File: src/pvic_pkg.sv
// Constants, register map and field layout of the vectored interrupt controller
package pvic_pkg;

   // ==========================================================
   // Geometry
   localparam int NSRC = 80;                    // User sources, vectors 8..87
   localparam int NTRAP = 5;                    // Trap vectors 1..5
   localparam logic [6:0] FIRST_USER_VEC = 7'h08;
   localparam logic [6:0] LAST_USER_VEC = 7'h57;
   localparam int PRIO_W = 3;
   localparam int SRC_PER_PRIO_REG = 4;

   // ==========================================================
   // Vector tables
   localparam logic [23:0] PRIMARY_TABLE_BASE = 24'h000004;
   localparam logic [23:0] ALT_TABLE_OFFSET = 24'h000100;

   // ==========================================================
   // Register byte offsets
   localparam logic [7:0] CPU_STATUS_WORD_OFS = 8'h00;
   localparam logic [7:0] CORE_CONTROL_WORD_OFS = 8'h04;
   localparam logic [7:0] GLOBAL_CTRL_ONE_OFS = 8'h08;
   localparam logic [7:0] GLOBAL_CTRL_TWO_OFS = 8'h0c;
   localparam logic [7:0] PENDING_VECTOR_OFS = 8'h10;
   localparam logic [7:0] REQUEST_FLAG_BANK_OFS = 8'h20;
   localparam logic [7:0] SOURCE_ENABLE_BANK_OFS = 8'h40;
   localparam logic [7:0] SOURCE_PRIORITY_BANK_OFS = 8'h80;
   localparam logic [5:0] FLAG_REGS = 6'h05;
   localparam logic [5:0] PRIO_REGS = 6'h14;

   // ==========================================================
   // Field positions
   localparam int SR_LEVEL_LSB = 5;
   localparam int CORE_CONTROL_WORD_LEVEL_MSB_BIT = 3;
   localparam int IC1_NESTING_DISABLE = 15;
   localparam int IC1_ACC_A_OVF = 14;
   localparam int IC1_ACC_B_OVF = 13;
   localparam int IC1_ACC_A_CAT = 12;
   localparam int IC1_ACC_B_CAT = 11;
   localparam int IC1_ACC_A_OVF_TE = 10;
   localparam int IC1_ACC_B_OVF_TE = 9;
   localparam int IC1_CAT_TE = 8;
   localparam int IC1_BAD_SHIFT = 7;
   localparam int IC1_ZERO_DIVIDE = 6;
   localparam int IC1_TRAP_LSB = 1;             // Bits 5:1 trap status, vectors 1..5
   localparam int IC1_MATH_TRAP = 4;
   localparam int IC2_ALT_TABLE = 15;
   localparam logic [15:0] IC1_MASK = 16'hfffe;
   localparam logic [15:0] IC2_MASK = 16'h8007;

   // ==========================================================
   // Reset values
   localparam logic [15:0] IC1_RESET = 16'h0000;
   localparam logic [15:0] IC2_RESET = 16'h0000;
   localparam logic [2:0] LEVEL_RESET = 3'h0;

   // ==========================================================
   // Trap levels, index 0 is vector 1; all sit above the user range
   localparam logic [3:0] TRAP_LEVEL [NTRAP] = '{4'he, 4'hd, 4'hc, 4'hb, 4'ha};

   // External request sources, as indices into the user banks
   localparam int EXT_IDX0 = 0;
   localparam int EXT_IDX1 = 20;
   localparam int EXT_IDX2 = 29;

   // Unlisted vectors have no flag or enable storage; their priority bits are still stored
   function automatic logic [NSRC-1:0] pvic_impl_mask();
      logic [NSRC-1:0] m;
      m = '1;
      for (int v = 8; v < 88; v++) begin
         if (v == 23 || v == 29 || (v >= 45 && v <= 52) || (v >= 55 && v <= 66) ||
             v == 71 || v == 72 || (v >= 79 && v <= 85)) begin
            m[v-8] = 1'b0;
         end
      end
      return m;
   endfunction : pvic_impl_mask

endpackage : pvic_pkg

File: src/pvic_arbiter.sv
// Priority resolver for the user sources: highest level, then lowest vector
`timescale 1ns/10ps
module pvic_arbiter #(
   parameter int N = 80
) (
   input wire logic [N-1:0] req,                // Flag and enable both set
   input wire logic [N*3-1:0] prio,             // Three-bit level per source
   input wire logic [3:0] cpu_level,            // Effective CPU level
   output logic hit,                            // A source beats the CPU level
   output logic [6:0] idx,                      // Winning source index
   output logic [2:0] level                     // Winning source level
);
   import pvic_pkg::*;

   logic [2:0] p;

   always_comb begin
      hit = 1'b0;
      idx = 7'h00;
      level = 3'h0;
      p = 3'h0;
      // Scan downward with >= so that equal levels leave the lowest index standing
      for (int i = N - 1; i >= 0; i--) begin
         p = prio[i*3 +: 3];
         if (req[i] && ({1'b0, p} > cpu_level) && (!hit || p >= level)) begin
            hit = 1'b1;
            idx = 7'(i);
            level = p;
         end
      end
      // Level msb set or seven in the low bits blocks every user source
      if (cpu_level[3] || cpu_level[2:0] == 3'h7) begin
         hit = 1'b0;
      end
   end

endmodule : pvic_arbiter

File: src/pvic_ctrl.sv
// Vectored interrupt controller with AXI4-Lite register access
//
// Function
// - Trap vectors 1..5 in primary table; vectors 0, 6, 7 reserved.
// - Alternate table mirrors primary, each entry 0x100 higher.
// - Each source owns a fixed vector, 8 to 87; unlisted ones reserved.
// - Control, flag, enable, priority banks and pending-vector register are provided.
// - Second control register sets external edge polarity and table select.
// - Hardware sets request flags; software clears them.
// - A source with clear enable never requests the CPU.
// - Each user source has a three-bit priority, eight levels.
// - Pending vector number and level latched in pending register.
// - Latched level equals priority of the presented interrupt.
// - Bank bit positions follow vector order, vector 8 at bit 0.
// - Low three CPU level bits sit in status word bits 7:5.
// - Software may write the status level bits unless nesting disabled.
// - Level msb in core control bit 3: readable, clearable, never settable by software.
// - Effective level is msb over three bits; msb or 111 blocks users.
// - Nesting disable makes the status level bits read-only.
// - Bits 14 and 13 flag accumulator A and B overflow traps.
// - Bits 12 and 11 flag catastrophic A and B overflow traps.
// - Bits 10, 9, 8 arm overflow A, overflow B, catastrophic traps.
// - Bit 7 flags a math trap from an invalid accumulator shift.
// - Bit 6 flags a math trap from division by zero.
// - Table select set fetches every vector from the alternate table.
// - Equal priorities resolve by natural order, lower vector wins.
// - Each external input has polarity: set means negative edge.
`timescale 1ns/10ps
module pvic_ctrl #(
   parameter int ADDR_W = 8
) (
   input wire logic aclk,                       // 200 MHz clock
   input wire logic aresetn,                    // Synchronous reset, active low
   input wire logic [ADDR_W-1:0] s_axi_awaddr,  // Write address
   input wire logic s_axi_awvalid,              // Write address valid
   output logic s_axi_awready,                  // Write address ready
   input wire logic [31:0] s_axi_wdata,         // Write data
   input wire logic [3:0] s_axi_wstrb,          // Write byte strobes
   input wire logic s_axi_wvalid,               // Write data valid
   output logic s_axi_wready,                   // Write data ready
   output logic [1:0] s_axi_bresp,              // Write response
   output logic s_axi_bvalid,                   // Write response valid
   input wire logic s_axi_bready,               // Write response ready
   input wire logic [ADDR_W-1:0] s_axi_araddr,  // Read address
   input wire logic s_axi_arvalid,              // Read address valid
   output logic s_axi_arready,                  // Read address ready
   output logic [31:0] s_axi_rdata,             // Read data
   output logic [1:0] s_axi_rresp,              // Read response
   output logic s_axi_rvalid,                   // Read data valid
   input wire logic s_axi_rready,               // Read data ready
   input wire logic [pvic_pkg::NSRC-1:0] src_req, // Peripheral set pulses, bit 0 = vector 8
   input wire logic [2:0] ext_irq,              // External request pins 0..2
   input wire logic [pvic_pkg::NTRAP-1:0] trap_evt, // Trap events, bit 0 = vector 1
   input wire logic math_ovf_a,                 // Accumulator A overflow
   input wire logic math_ovf_b,                 // Accumulator B overflow
   input wire logic math_cat_a,                 // Accumulator A catastrophic overflow
   input wire logic math_cat_b,                 // Accumulator B catastrophic overflow
   input wire logic math_bad_shift,             // Invalid accumulator shift
   input wire logic math_zero_div,              // Divide by zero
   input wire logic irq_ack,                    // CPU takes the presented interrupt
   output logic irq_req,                        // Request to the CPU
   output logic [6:0] irq_vector,               // Presented vector number
   output logic [3:0] irq_level,                // Presented level
   output logic [23:0] irq_addr,                // Vector slot address in program memory
   output logic [3:0] cpu_level                 // Effective CPU level
);
   import pvic_pkg::*;

   localparam logic [1:0] RESP_OKAY = 2'b00;
   localparam logic [1:0] RESP_SLVERR = 2'b10;
   localparam logic [NSRC-1:0] IMPL = pvic_impl_mask();

   typedef struct packed {
      logic aw_hold;
      logic [ADDR_W-1:0] awaddr;
      logic w_hold;
      logic [15:0] wdata;
      logic [1:0] wstrb;
      logic bvalid;
      logic [1:0] bresp;
      logic rvalid;
      logic [15:0] rdata;
      logic [1:0] rresp;
      logic [2:0] level_low;
      logic level_msb;
      logic [15:0] ic1;
      logic [15:0] ic2;
      logic [2:0] ext_prev;
      logic [NSRC-1:0] flags;
      logic [NSRC-1:0] enables;
      logic [NSRC*PRIO_W-1:0] prio;
      logic pend;
      logic [6:0] pend_vec;
      logic [3:0] pend_lvl;
      logic [23:0] pend_addr;
   } pvic_state_t;

   pvic_state_t st_reg;
   pvic_state_t st_next;

   // ==========================================================
   // Helpers
   function automatic logic [15:0] merge16(input logic [15:0] old, input logic [15:0] d,
                                           input logic [1:0] strb);
      merge16 = {strb[1] ? d[15:8] : old[15:8], strb[0] ? d[7:0] : old[7:0]};
   endfunction : merge16

   // Word index inside a bank, or all ones when the address misses it
   function automatic logic [5:0] bank_index(input logic [ADDR_W-1:0] a,
                                             input logic [7:0] base, input logic [5:0] cnt);
      logic [7:0] d;
      d = 8'(a) - base;
      if (a >= ADDR_W'(base) && d[1:0] == 2'b00 && d[7:2] < cnt) begin
         bank_index = d[7:2];
      end else begin
         bank_index = 6'h3f;
      end
   endfunction : bank_index

   function automatic logic [15:0] prio_word(input logic [NSRC*PRIO_W-1:0] p,
                                             input logic [5:0] k);
      prio_word = '0;
      for (int j = 0; j < SRC_PER_PRIO_REG; j++) begin
         prio_word[j*4 +: 3] = p[(int'(k) * SRC_PER_PRIO_REG + j) * PRIO_W +: PRIO_W];
      end
   endfunction : prio_word

   // Full register read; miss reports an error and zero data
   function automatic logic [16:0] read_reg(input pvic_state_t s, input logic [ADDR_W-1:0] a);
      logic [5:0] fi;
      logic [5:0] ei;
      logic [5:0] pi;
      fi = bank_index(a, REQUEST_FLAG_BANK_OFS, FLAG_REGS);
      ei = bank_index(a, SOURCE_ENABLE_BANK_OFS, FLAG_REGS);
      pi = bank_index(a, SOURCE_PRIORITY_BANK_OFS, PRIO_REGS);
      read_reg = {1'b1, 16'h0000};
      if (a == ADDR_W'(CPU_STATUS_WORD_OFS)) begin
         read_reg = {1'b0, 16'(s.level_low) << SR_LEVEL_LSB};
      end else if (a == ADDR_W'(CORE_CONTROL_WORD_OFS)) begin
         read_reg = {1'b0, 16'(s.level_msb) << CORE_CONTROL_WORD_LEVEL_MSB_BIT};
      end else if (a == ADDR_W'(GLOBAL_CTRL_ONE_OFS)) begin
         read_reg = {1'b0, s.ic1 & IC1_MASK};
      end else if (a == ADDR_W'(GLOBAL_CTRL_TWO_OFS)) begin
         read_reg = {1'b0, s.ic2 & IC2_MASK};
      end else if (a == ADDR_W'(PENDING_VECTOR_OFS)) begin
         read_reg = {1'b0, 4'h0, s.pend_lvl, 1'b0, s.pend_vec};
      end else if (fi != 6'h3f) begin
         read_reg = {1'b0, s.flags[int'(fi)*16 +: 16]};
      end else if (ei != 6'h3f) begin
         read_reg = {1'b0, s.enables[int'(ei)*16 +: 16]};
      end else if (pi != 6'h3f) begin
         read_reg = {1'b0, prio_word(s.prio, pi)};
      end
   endfunction : read_reg

   // ==========================================================
   // Arbitration
   logic [3:0] eff_level;
   logic user_hit;
   logic [6:0] user_idx;
   logic [2:0] user_lvl;

   assign eff_level = {st_reg.level_msb, st_reg.level_low};

   pvic_arbiter #(
      .N(NSRC)
   ) u_arb (
      .req(st_reg.flags & st_reg.enables & IMPL),
      .prio(st_reg.prio),
      .cpu_level(eff_level),
      .hit(user_hit),
      .idx(user_idx),
      .level(user_lvl)
   );

   // ==========================================================
   // Next state
   logic wr_fire;
   logic [15:0] wd;
   logic [5:0] wfi;
   logic [5:0] wei;
   logic [5:0] wpi;
   logic wr_hit;
   logic [NSRC-1:0] hw_set;
   logic [2:0] ext_edge;
   logic [NTRAP-1:0] trap_set;
   logic math_fire;
   logic trap_hit;
   logic [6:0] win_vec;
   logic [3:0] win_lvl;
   logic [16:0] rd;

   always_comb begin
      st_next = st_reg;
      wr_fire = st_reg.aw_hold && st_reg.w_hold && !st_reg.bvalid;
      wfi = bank_index(st_reg.awaddr, REQUEST_FLAG_BANK_OFS, FLAG_REGS);
      wei = bank_index(st_reg.awaddr, SOURCE_ENABLE_BANK_OFS, FLAG_REGS);
      wpi = bank_index(st_reg.awaddr, SOURCE_PRIORITY_BANK_OFS, PRIO_REGS);
      wd = 16'h0000;
      wr_hit = 1'b0;
      rd = read_reg(st_reg, s_axi_araddr);
      ext_edge = 3'h0;
      trap_set = trap_evt;
      math_fire = 1'b0;
      trap_hit = 1'b0;
      win_vec = 7'h00;
      win_lvl = 4'h0;

      // ---- Bus handshakes
      if (s_axi_awvalid && s_axi_awready) begin
         st_next.aw_hold = 1'b1;
         st_next.awaddr = s_axi_awaddr;
      end
      if (s_axi_wvalid && s_axi_wready) begin
         st_next.w_hold = 1'b1;
         st_next.wdata = s_axi_wdata[15:0];
         st_next.wstrb = s_axi_wstrb[1:0];
      end
      if (st_reg.bvalid && s_axi_bready) begin
         st_next.bvalid = 1'b0;
      end
      if (st_reg.rvalid && s_axi_rready) begin
         st_next.rvalid = 1'b0;
      end
      if (s_axi_arvalid && s_axi_arready) begin
         st_next.rvalid = 1'b1;
         st_next.rdata = rd[15:0];
         st_next.rresp = rd[16] ? RESP_SLVERR : RESP_OKAY;
      end

      // ---- Software writes; hardware sets below take precedence
      if (wr_fire) begin
         st_next.aw_hold = 1'b0;
         st_next.w_hold = 1'b0;
         st_next.bvalid = 1'b1;
         wr_hit = 1'b1;
         if (st_reg.awaddr == ADDR_W'(CPU_STATUS_WORD_OFS)) begin
            wd = merge16(16'(st_reg.level_low) << SR_LEVEL_LSB, st_reg.wdata, st_reg.wstrb);
            if (!st_reg.ic1[IC1_NESTING_DISABLE]) begin
               st_next.level_low = wd[SR_LEVEL_LSB +: 3];
            end
         end else if (st_reg.awaddr == ADDR_W'(CORE_CONTROL_WORD_OFS)) begin
            wd = merge16(16'(st_reg.level_msb) << CORE_CONTROL_WORD_LEVEL_MSB_BIT, st_reg.wdata,
                         st_reg.wstrb);
            st_next.level_msb = st_reg.level_msb & wd[CORE_CONTROL_WORD_LEVEL_MSB_BIT];
         end else if (st_reg.awaddr == ADDR_W'(GLOBAL_CTRL_ONE_OFS)) begin
            st_next.ic1 = merge16(st_reg.ic1, st_reg.wdata, st_reg.wstrb) & IC1_MASK;
         end else if (st_reg.awaddr == ADDR_W'(GLOBAL_CTRL_TWO_OFS)) begin
            st_next.ic2 = merge16(st_reg.ic2, st_reg.wdata, st_reg.wstrb) & IC2_MASK;
         end else if (st_reg.awaddr == ADDR_W'(PENDING_VECTOR_OFS)) begin
            wr_hit = 1'b1;
         end else if (wfi != 6'h3f) begin
            wd = merge16(st_reg.flags[int'(wfi)*16 +: 16], st_reg.wdata, st_reg.wstrb);
            st_next.flags[int'(wfi)*16 +: 16] = wd & IMPL[int'(wfi)*16 +: 16];
         end else if (wei != 6'h3f) begin
            wd = merge16(st_reg.enables[int'(wei)*16 +: 16], st_reg.wdata, st_reg.wstrb);
            st_next.enables[int'(wei)*16 +: 16] = wd & IMPL[int'(wei)*16 +: 16];
         end else if (wpi != 6'h3f) begin
            wd = merge16(prio_word(st_reg.prio, wpi), st_reg.wdata, st_reg.wstrb);
            for (int j = 0; j < SRC_PER_PRIO_REG; j++) begin
               st_next.prio[(int'(wpi) * SRC_PER_PRIO_REG + j) * PRIO_W +: PRIO_W] =
                  wd[j*4 +: 3];
            end
         end else begin
            wr_hit = 1'b0;
         end
         st_next.bresp = wr_hit ? RESP_OKAY : RESP_SLVERR;
      end

      // ---- External pins, edge chosen per pin
      for (int k = 0; k < 3; k++) begin
         ext_edge[k] = st_reg.ic2[k] ? (st_reg.ext_prev[k] && !ext_irq[k])
                                     : (!st_reg.ext_prev[k] && ext_irq[k]);
      end
      st_next.ext_prev = ext_irq;
      hw_set = src_req;
      hw_set[EXT_IDX0] = hw_set[EXT_IDX0] | ext_edge[0];
      hw_set[EXT_IDX1] = hw_set[EXT_IDX1] | ext_edge[1];
      hw_set[EXT_IDX2] = hw_set[EXT_IDX2] | ext_edge[2];
      st_next.flags = st_next.flags | (hw_set & IMPL);

      // ---- Math trap causes, only armed overflow kinds trap
      if (math_ovf_a && st_reg.ic1[IC1_ACC_A_OVF_TE]) begin
         st_next.ic1[IC1_ACC_A_OVF] = 1'b1;
         math_fire = 1'b1;
      end
      if (math_ovf_b && st_reg.ic1[IC1_ACC_B_OVF_TE]) begin
         st_next.ic1[IC1_ACC_B_OVF] = 1'b1;
         math_fire = 1'b1;
      end
      if (math_cat_a && st_reg.ic1[IC1_CAT_TE]) begin
         st_next.ic1[IC1_ACC_A_CAT] = 1'b1;
         math_fire = 1'b1;
      end
      if (math_cat_b && st_reg.ic1[IC1_CAT_TE]) begin
         st_next.ic1[IC1_ACC_B_CAT] = 1'b1;
         math_fire = 1'b1;
      end
      if (math_bad_shift) begin
         st_next.ic1[IC1_BAD_SHIFT] = 1'b1;
         math_fire = 1'b1;
      end
      if (math_zero_div) begin
         st_next.ic1[IC1_ZERO_DIVIDE] = 1'b1;
         math_fire = 1'b1;
      end
      trap_set[IC1_MATH_TRAP - IC1_TRAP_LSB] = trap_set[IC1_MATH_TRAP - IC1_TRAP_LSB] |
                                                math_fire;
      st_next.ic1[IC1_TRAP_LSB +: NTRAP] = st_next.ic1[IC1_TRAP_LSB +: NTRAP] | trap_set;

      // ---- Winner: traps ignore enables and CPU level, lowest vector first
      for (int t = NTRAP - 1; t >= 0; t--) begin
         if (st_reg.ic1[IC1_TRAP_LSB + t]) begin
            trap_hit = 1'b1;
            win_vec = 7'(t + 1);
            win_lvl = TRAP_LEVEL[t];
         end
      end
      if (!trap_hit && user_hit) begin
         win_vec = FIRST_USER_VEC + user_idx;
         win_lvl = {1'b0, user_lvl};
      end
      st_next.pend = trap_hit || user_hit;
      if (trap_hit || user_hit) begin
         st_next.pend_vec = win_vec;
         st_next.pend_lvl = win_lvl;
         // Slot address follows the table select at the moment of latching
         st_next.pend_addr = PRIMARY_TABLE_BASE + (24'(win_vec) << 1) +
                             (st_reg.ic2[IC2_ALT_TABLE] ? ALT_TABLE_OFFSET : 24'h000000);
      end

      // ---- Acceptance sets the CPU level to the presented one
      if (irq_ack && st_reg.pend) begin
         st_next.level_low = st_reg.pend_lvl[2:0];
         st_next.level_msb = st_reg.pend_lvl[3];
      end

      if (!aresetn) begin
         st_next = '0;
         st_next.ic1 = IC1_RESET;
         st_next.ic2 = IC2_RESET;
         st_next.level_low = LEVEL_RESET;
      end
   end

   always_ff @(posedge aclk) begin
      st_reg <= st_next;
   end

   // ==========================================================
   // Outputs
   assign s_axi_awready = !st_reg.aw_hold && !st_reg.bvalid;
   assign s_axi_wready = !st_reg.w_hold && !st_reg.bvalid;
   assign s_axi_bvalid = st_reg.bvalid;
   assign s_axi_bresp = st_reg.bresp;
   assign s_axi_arready = !st_reg.rvalid;
   assign s_axi_rvalid = st_reg.rvalid;
   assign s_axi_rdata = {16'h0000, st_reg.rdata};
   assign s_axi_rresp = st_reg.rresp;
   assign irq_req = st_reg.pend;
   assign irq_vector = st_reg.pend_vec;
   assign irq_level = st_reg.pend_lvl;
   assign irq_addr = st_reg.pend_addr;
   assign cpu_level = eff_level;

endmodule : pvic_ctrl

File: config.mk
export PLATFORM = sky130hd
export DESIGN_NAME = pvic_ctrl
export DESIGN_NICKNAME = d
export VERILOG_FILES = /design/src/pvic_pkg.sv /design/src/pvic_arbiter.sv /design/src/pvic_ctrl.sv
export SDC_FILE = /design/constraint.sdc
export NUM_CORES = 2
export LEC_CHECK = 0
export ABC_AREA = 1
export ABC_CLOCK_PERIOD_IN_PS = 109900
export BUFFER_PORTS_ARGS = -buffer_cell sky130_fd_sc_hd__buf_4
export CAP_MARGIN = 10
export CORE_ASPECT_RATIO = 1.25
export CORE_MARGIN = 5
export CORE_UTILIZATION = 65
export DETAILED_ROUTE_END_ITERATION = 6
export PLACE_DENSITY = 0.8
export SYNTH_ARGS = -nofsm -noshare
export SYNTH_HDL_FRONTEND = slang
export SYNTH_SLANG_ARGS = --single-unit
File: constraint.sdc
create_clock -name aclk -period 109.9 [get_ports aclk]
set_clock_uncertainty 0.2 [all_clocks]
set_input_delay 27.475 -clock aclk [delete_from_list [all_inputs] [get_ports aclk]]
set_output_delay 27.475 -clock aclk [all_outputs]
set_load 0.005 [all_outputs]
==> results.py, run 1 <==
metrics = {
    "grt": {
        "grt_pass1_wl_mm": 323.5,
        "grt_max_degree": 125,
        "grt-ovfl-total": 15,
        "grt_pass1_vias": 49570,
        "grtUsageTotal_pct": 64.36,
    },
    "logic_synthesis": {
        "yosys_most_used_dff": "dfxtp_1",
        "synth_area_sq_um": 40100,
        "synth_edf_count": 0,
        "syn_inst": 6278,
        "yosysWarnings": 0,
        "ys_seq_area_share_pct": 24.66,
        "synth.avg_cell_area_sq_um": 6.387,
        "async_reset_ff_share_pct": 0,
        "yosys.cell_types.count": 73,
        "synth_seq_cells": 494,
    },
    "clocking": {
        "cts_resized": 0,
        "cts.sinks": 494,
        "clockBufferDepth": 3,
        "root_buffer": "clkbuf_16",
        "numCtsBuffers": 53,
        "cts_hold_buf": 0,
        "post-cts-setup-buffer-count": 0,
        "h-tree-depth": 2,
    },
    "place": {
        "gp_congestion": 1.308,
        "io_buffer_count": 152,
        "hpwlAfterDp_mm": 156.3,
    },
    "outcome": {
        "firstError": "[ERROR GRT-0116] Global routing finished with congestion. Check the congestion regions in the DRC Viewer.",
        "haltStage": "5_1_grt",
        "status": "aborted with a tool error",
    },
    "die": {
        "fp.dieW_um": 232.2,
        "core.rowCount": 101,
        "die_h_um": 287.7,
        "initial_core_util_pct": 65.83,
        "pin_count": 235,
    },
}
stage by stage:
step	instance area, sq um	hold WS [ns]	worst slack (ns)	cells
4_1_cts	43260	0.2425	55.34	7116
2_1_floorplan	40220	0.2185	62.55	6310
3_5_place_dp	41440	0.2315	55.67	7020
3_3_place_gp	41440	0.2275	58.03	7020
cell families after synthesis:
group	after synthesis	synth area share, %
multiplexers	5	0.1248
AO/OA/AOI/OAI	1887	27.84
other	1	0.009352
AND/OR/NAND/NOR	2444	26.54
XOR/XNOR	10	0.2184
buffers and inverters	1153	11.72
flip-flops	494	24.66
adder cells (fa/ha/maj)	284	8.880
cells in the mapped netlist, drive strengths merged, types with 2 or more instances:
cell,instances,share of area [%]
nand3,408,5.5
clkinv,25,0.24
a211oi,73,1.4
o211ai,127,2.4
o211a,11,0.27
a311oi,34,0.74
buf,127,2.1
mux2i,5,0.12
a32oi,6,0.13
dfxtp,494,25
ha,283,8.8
a31oi,42,0.66
o2111ai,6,0.13
xor2,8,0.17
inv,768,7.2
a211o,3,0.066
a41oi,2,0.044
a221oi,103,2.2
xnor2,2,0.044
nor2,634,6.1
o31ai,17,0.32
o21a,7,0.13
a22oi,4,0.075
a32o,3,0.075
o221ai,16,0.35
or2,15,0.24
a221o,10,0.25
nor3,69,0.86
o32ai,2,0.044
o21ai,743,9.3
clkbuf,231,2.2
nand4,68,1.1
and3,3,0.047
o311ai,38,0.83
nand2,1218,12
o22ai,48,0.75
o311a,6,0.15
dlygate4sd3,2,0.050
o21bai,4,0.075
nor3b,6,0.11
nor4,14,0.22
a31o,7,0.15
nand3b,4,0.075
a21oi,570,7.2
and2,4,0.062
metal layers:
metal / track usage, % / overflow
met4: 66.92 / 8
met5: 9.896 / 0
met1: 64.90 / 0
met3: 38.56 / 0
met2: 86.99 / 7
==> run 2: changes to the inputs <==
- CORE_ASPECT_RATIO: 1.25 -> unset
- CORE_UTILIZATION: 65 -> 40
- PLACE_DENSITY: 0.8 -> unset
- PLACE_DENSITY_LB_ADDON: unset -> 0.15
==> run 2 against run 1 <==
The run now ends clean. Synthesized cell count unchanged. Area after synthesis unchanged.
==> results.py, run 2 <==
metrics = {
    "min_path": {
        "hp-class": "reg2reg",
    },
    "critical_path": {
        "slowest_stage": "o21ai_0",
        "critical_path.max_stage_delay_ns": 1.08,
        "startpoint_type": "register",
        "criticalPathCategory": "reg2reg",
        "cp-end-kind": "register",
        "worstPathRequired_ns": 110.27,
        "worstPathArrival_ns": 55.70,
        "cp_max_fo": 20,
        "path_common_cell": "nand2_1",
    },
    "grt": {
        "grtUsageTotal_pct": 42.20,
        "grt-ovfl-total": 0,
        "grt_pass1_wl_mm": 324.8,
        "grt_pass1_vias": 42430,
        "grt_max_degree": 72,
        "antenna_found_initial": 31,
    },
    "timing": {
        "fmax_ghz": 0.01807,
        "drv_slew": 0,
        "hold_violations": 0,
        "rsz0062_at_grt": "no",
        "fin_crit_sh_pct": 50.35,
        "worst-slew-pin-transition_ns": 1.460,
        "setup_viol_count_final": 0,
        "post-route-min-period_ns": 55.34,
        "slew_headroom_pct": 2.292,
        "finalSetupTns_ns": 0,
    },
    "power_and_ir_drop": {
        "leakage_nw": 18.60,
        "pwr-share-seq_pct": 36.4,
        "p_comb_share_pct": 18.5,
        "irDropWorstVdd_mv": 0.01190,
        "intPower_uw": 338.9,
        "switchingPower_uw": 178.5,
        "switching_share_pct": 34.50,
        "p_clk_share_pct": 45.1,
        "power-per-cell-area_nw_per_um2": 11.62,
    },
    "clocking": {
        "clk_pin_slew_worst_paths_ns": 0.07,
        "post-cts-setup-buffer-count": 0,
        "cts_hold_buf": 0,
        "numCtsBuffers": 66,
        "cts_tree": "done",
        "root_buffer": "clkbuf_16",
        "cts_resized": 0,
        "clockBufferDepth": 3,
        "clk_latency_ns": 0.69,
        "h-tree-depth": 3,
        "cts.sinks": 494,
    },
    "die": {
        "initial_core_util_pct": 40.16,
        "die_area_sq_um": 106700,
        "pin_count": 235,
        "fp.dieW_um": 326.6,
        "core.rowCount": 116,
        "design.core.area_sq_um": 99860,
        "die_h_um": 326.6,
    },
    "logic_synthesis": {
        "synth.area.top_cells": "dfxtp_1 (25%), nand2_1 (10%), o21ai_0 (9.0%)",
        "synth_area_leader_cell": "dfxtp_1",
        "async_reset_ff_share_pct": 0,
        "synth_most_common_cell": "nand2_1",
        "synth_edf_count": 0,
        "synth_area_sq_um": 40100,
        "synth.avg_cell_area_sq_um": 6.387,
        "synthTopCellsByCount": "nand2_1 (1096), inv_1 (736), o21ai_0 (719)",
        "yosysWarnings": 0,
        "synth_seq_cells": 494,
        "ys_seq_area_share_pct": 24.66,
        "yosys_most_used_dff": "dfxtp_1",
        "yosys.cell_types.count": 73,
        "synth_top_area_share_pct": 24.66,
        "syn_inst": 6278,
    },
    "finish": {
        "final_common_cell": "nand2_1",
        "fin_cells": 7646,
        "finalNetCount": 6725,
        "layout_common_cells": "nand2_1 (1096), inv_1 (732), o21ai_0 (719)",
        "area_growth_pct": 10.99,
        "drive_above_1_share_pct": 9.924,
        "fin_util_pct": 44.57,
        "largest_register_ffs": 450,
    },
    "place": {
        "io_buffer_count": 152,
        "dpl.cell_count": 7517,
        "hpwlAfterDp_mm": 186.6,
        "gp_congestion": 1.062,
    },
    "detailed_routing": {
        "wirelength_mm": 237.1,
        "dr.pass1.iters": 7,
        "postRouteAntennaNets": 0,
        "first_iter_violations": 6736,
        "drc": 0,
        "via_per_inst": 6.233,
        "route.vias.total": 47660,
        "avgRoutedWirePerCell_um": 31.01,
    },
    "outcome": {
        "status": "complete, no violations",
    },
    "run": {
        "max-cap-violations": 0,
    },
}
## run 2: cell counts after synthesis
No cell type changed its count.
## run 2: cell type report
type	instances	area, sq um
multi-input cells	4663	25690
repair buffers	269	2027
clock buffers	90	1893
clock inverters	29	367.9
well taps	1298	1624
fillers	10780	55350
diodes	10	25.02
flip-flops and latches	494	9892
inverters	793	2985
## run 2: critical path: cells and delay by family (launching register included)
| family | cells | cell delay, ns |
|---|---|---|
| compound gates | 98 | 16.19 |
| flops | 1 | 0.35 |
| fa+ha+maj | 50 | 14.50 |
| simple gates | 238 | 19.38 |
| buf+inv | 78 | 4.42 |
## run 2: power groups by stage
stage | Clock, mW | Sequential, mW | Combinational, mW
2_1_floorplan | 0 | 0.189 | 0.0501
3_3_place_gp | 0 | 0.192 | 0.0901
3_5_place_dp | 0 | 0.192 | 0.0902
4_1_cts | 0.233 | 0.188 | 0.0904
5_1_grt | 0.240 | 0.188 | 0.0980
6_report | 0.233 | 0.189 | 0.0956
## run 2: path summary, 6_finish.rpt
kind / startpoint / endpoint / slack (ns) / cells after the start
setup / recovery: cpu_level[2] / irq_addr[8] / 54.56 / 464
hold / removal: st_reg[428] / st_reg[428] / 0.24 / 2
setup reg to reg: cpu_level[2] / irq_addr[8] / 54.56 / 464
hold reg to reg: st_reg[428] / st_reg[428] / 0.24 / 2
## run 2: per-layer routing
metal	vias up	routed length, um	share of wire (%)	GRT usage, %
met3	665	28300	12	11.87
met2	2922	96180	41	61.18
met1	22520	93270	39	54.82
met4	26	19150	8.1	27.33
met5	-	168	0.071	0
li1	21520	-	-	-
## run 2: logic make-up after synthesis
logic type | Yosys count | share of synthesized area [%]
buffers and inverters | 1153 | 11.72
and+or+nand+nor | 2444 | 26.54
AOI/OAI and AO/OA | 1887 | 27.84
adders and majority gates | 284 | 8.880
muxes | 5 | 0.1248
DFF | 494 | 24.66
xor gates and xnor gates | 10 | 0.2184
other | 1 | 0.009352
## run 2: stage by stage
step	hold WS [ns]	instance area, sq um	power [mW]	setup WS (ns)
6_report	0.2404	44510	0.5174	54.56
5_1_grt	0.2597	44480	0.5265	48.02
4_1_cts	0.2402	44480	0.5114	55.06
3_5_place_dp	0.2302	42220	0.2822	55.22
3_3_place_gp	0.2262	42220	0.2821	55.70
2_1_floorplan	0.2185	40220	0.2388	62.55
Note: power is estimated with default switching activity, not from simulation.
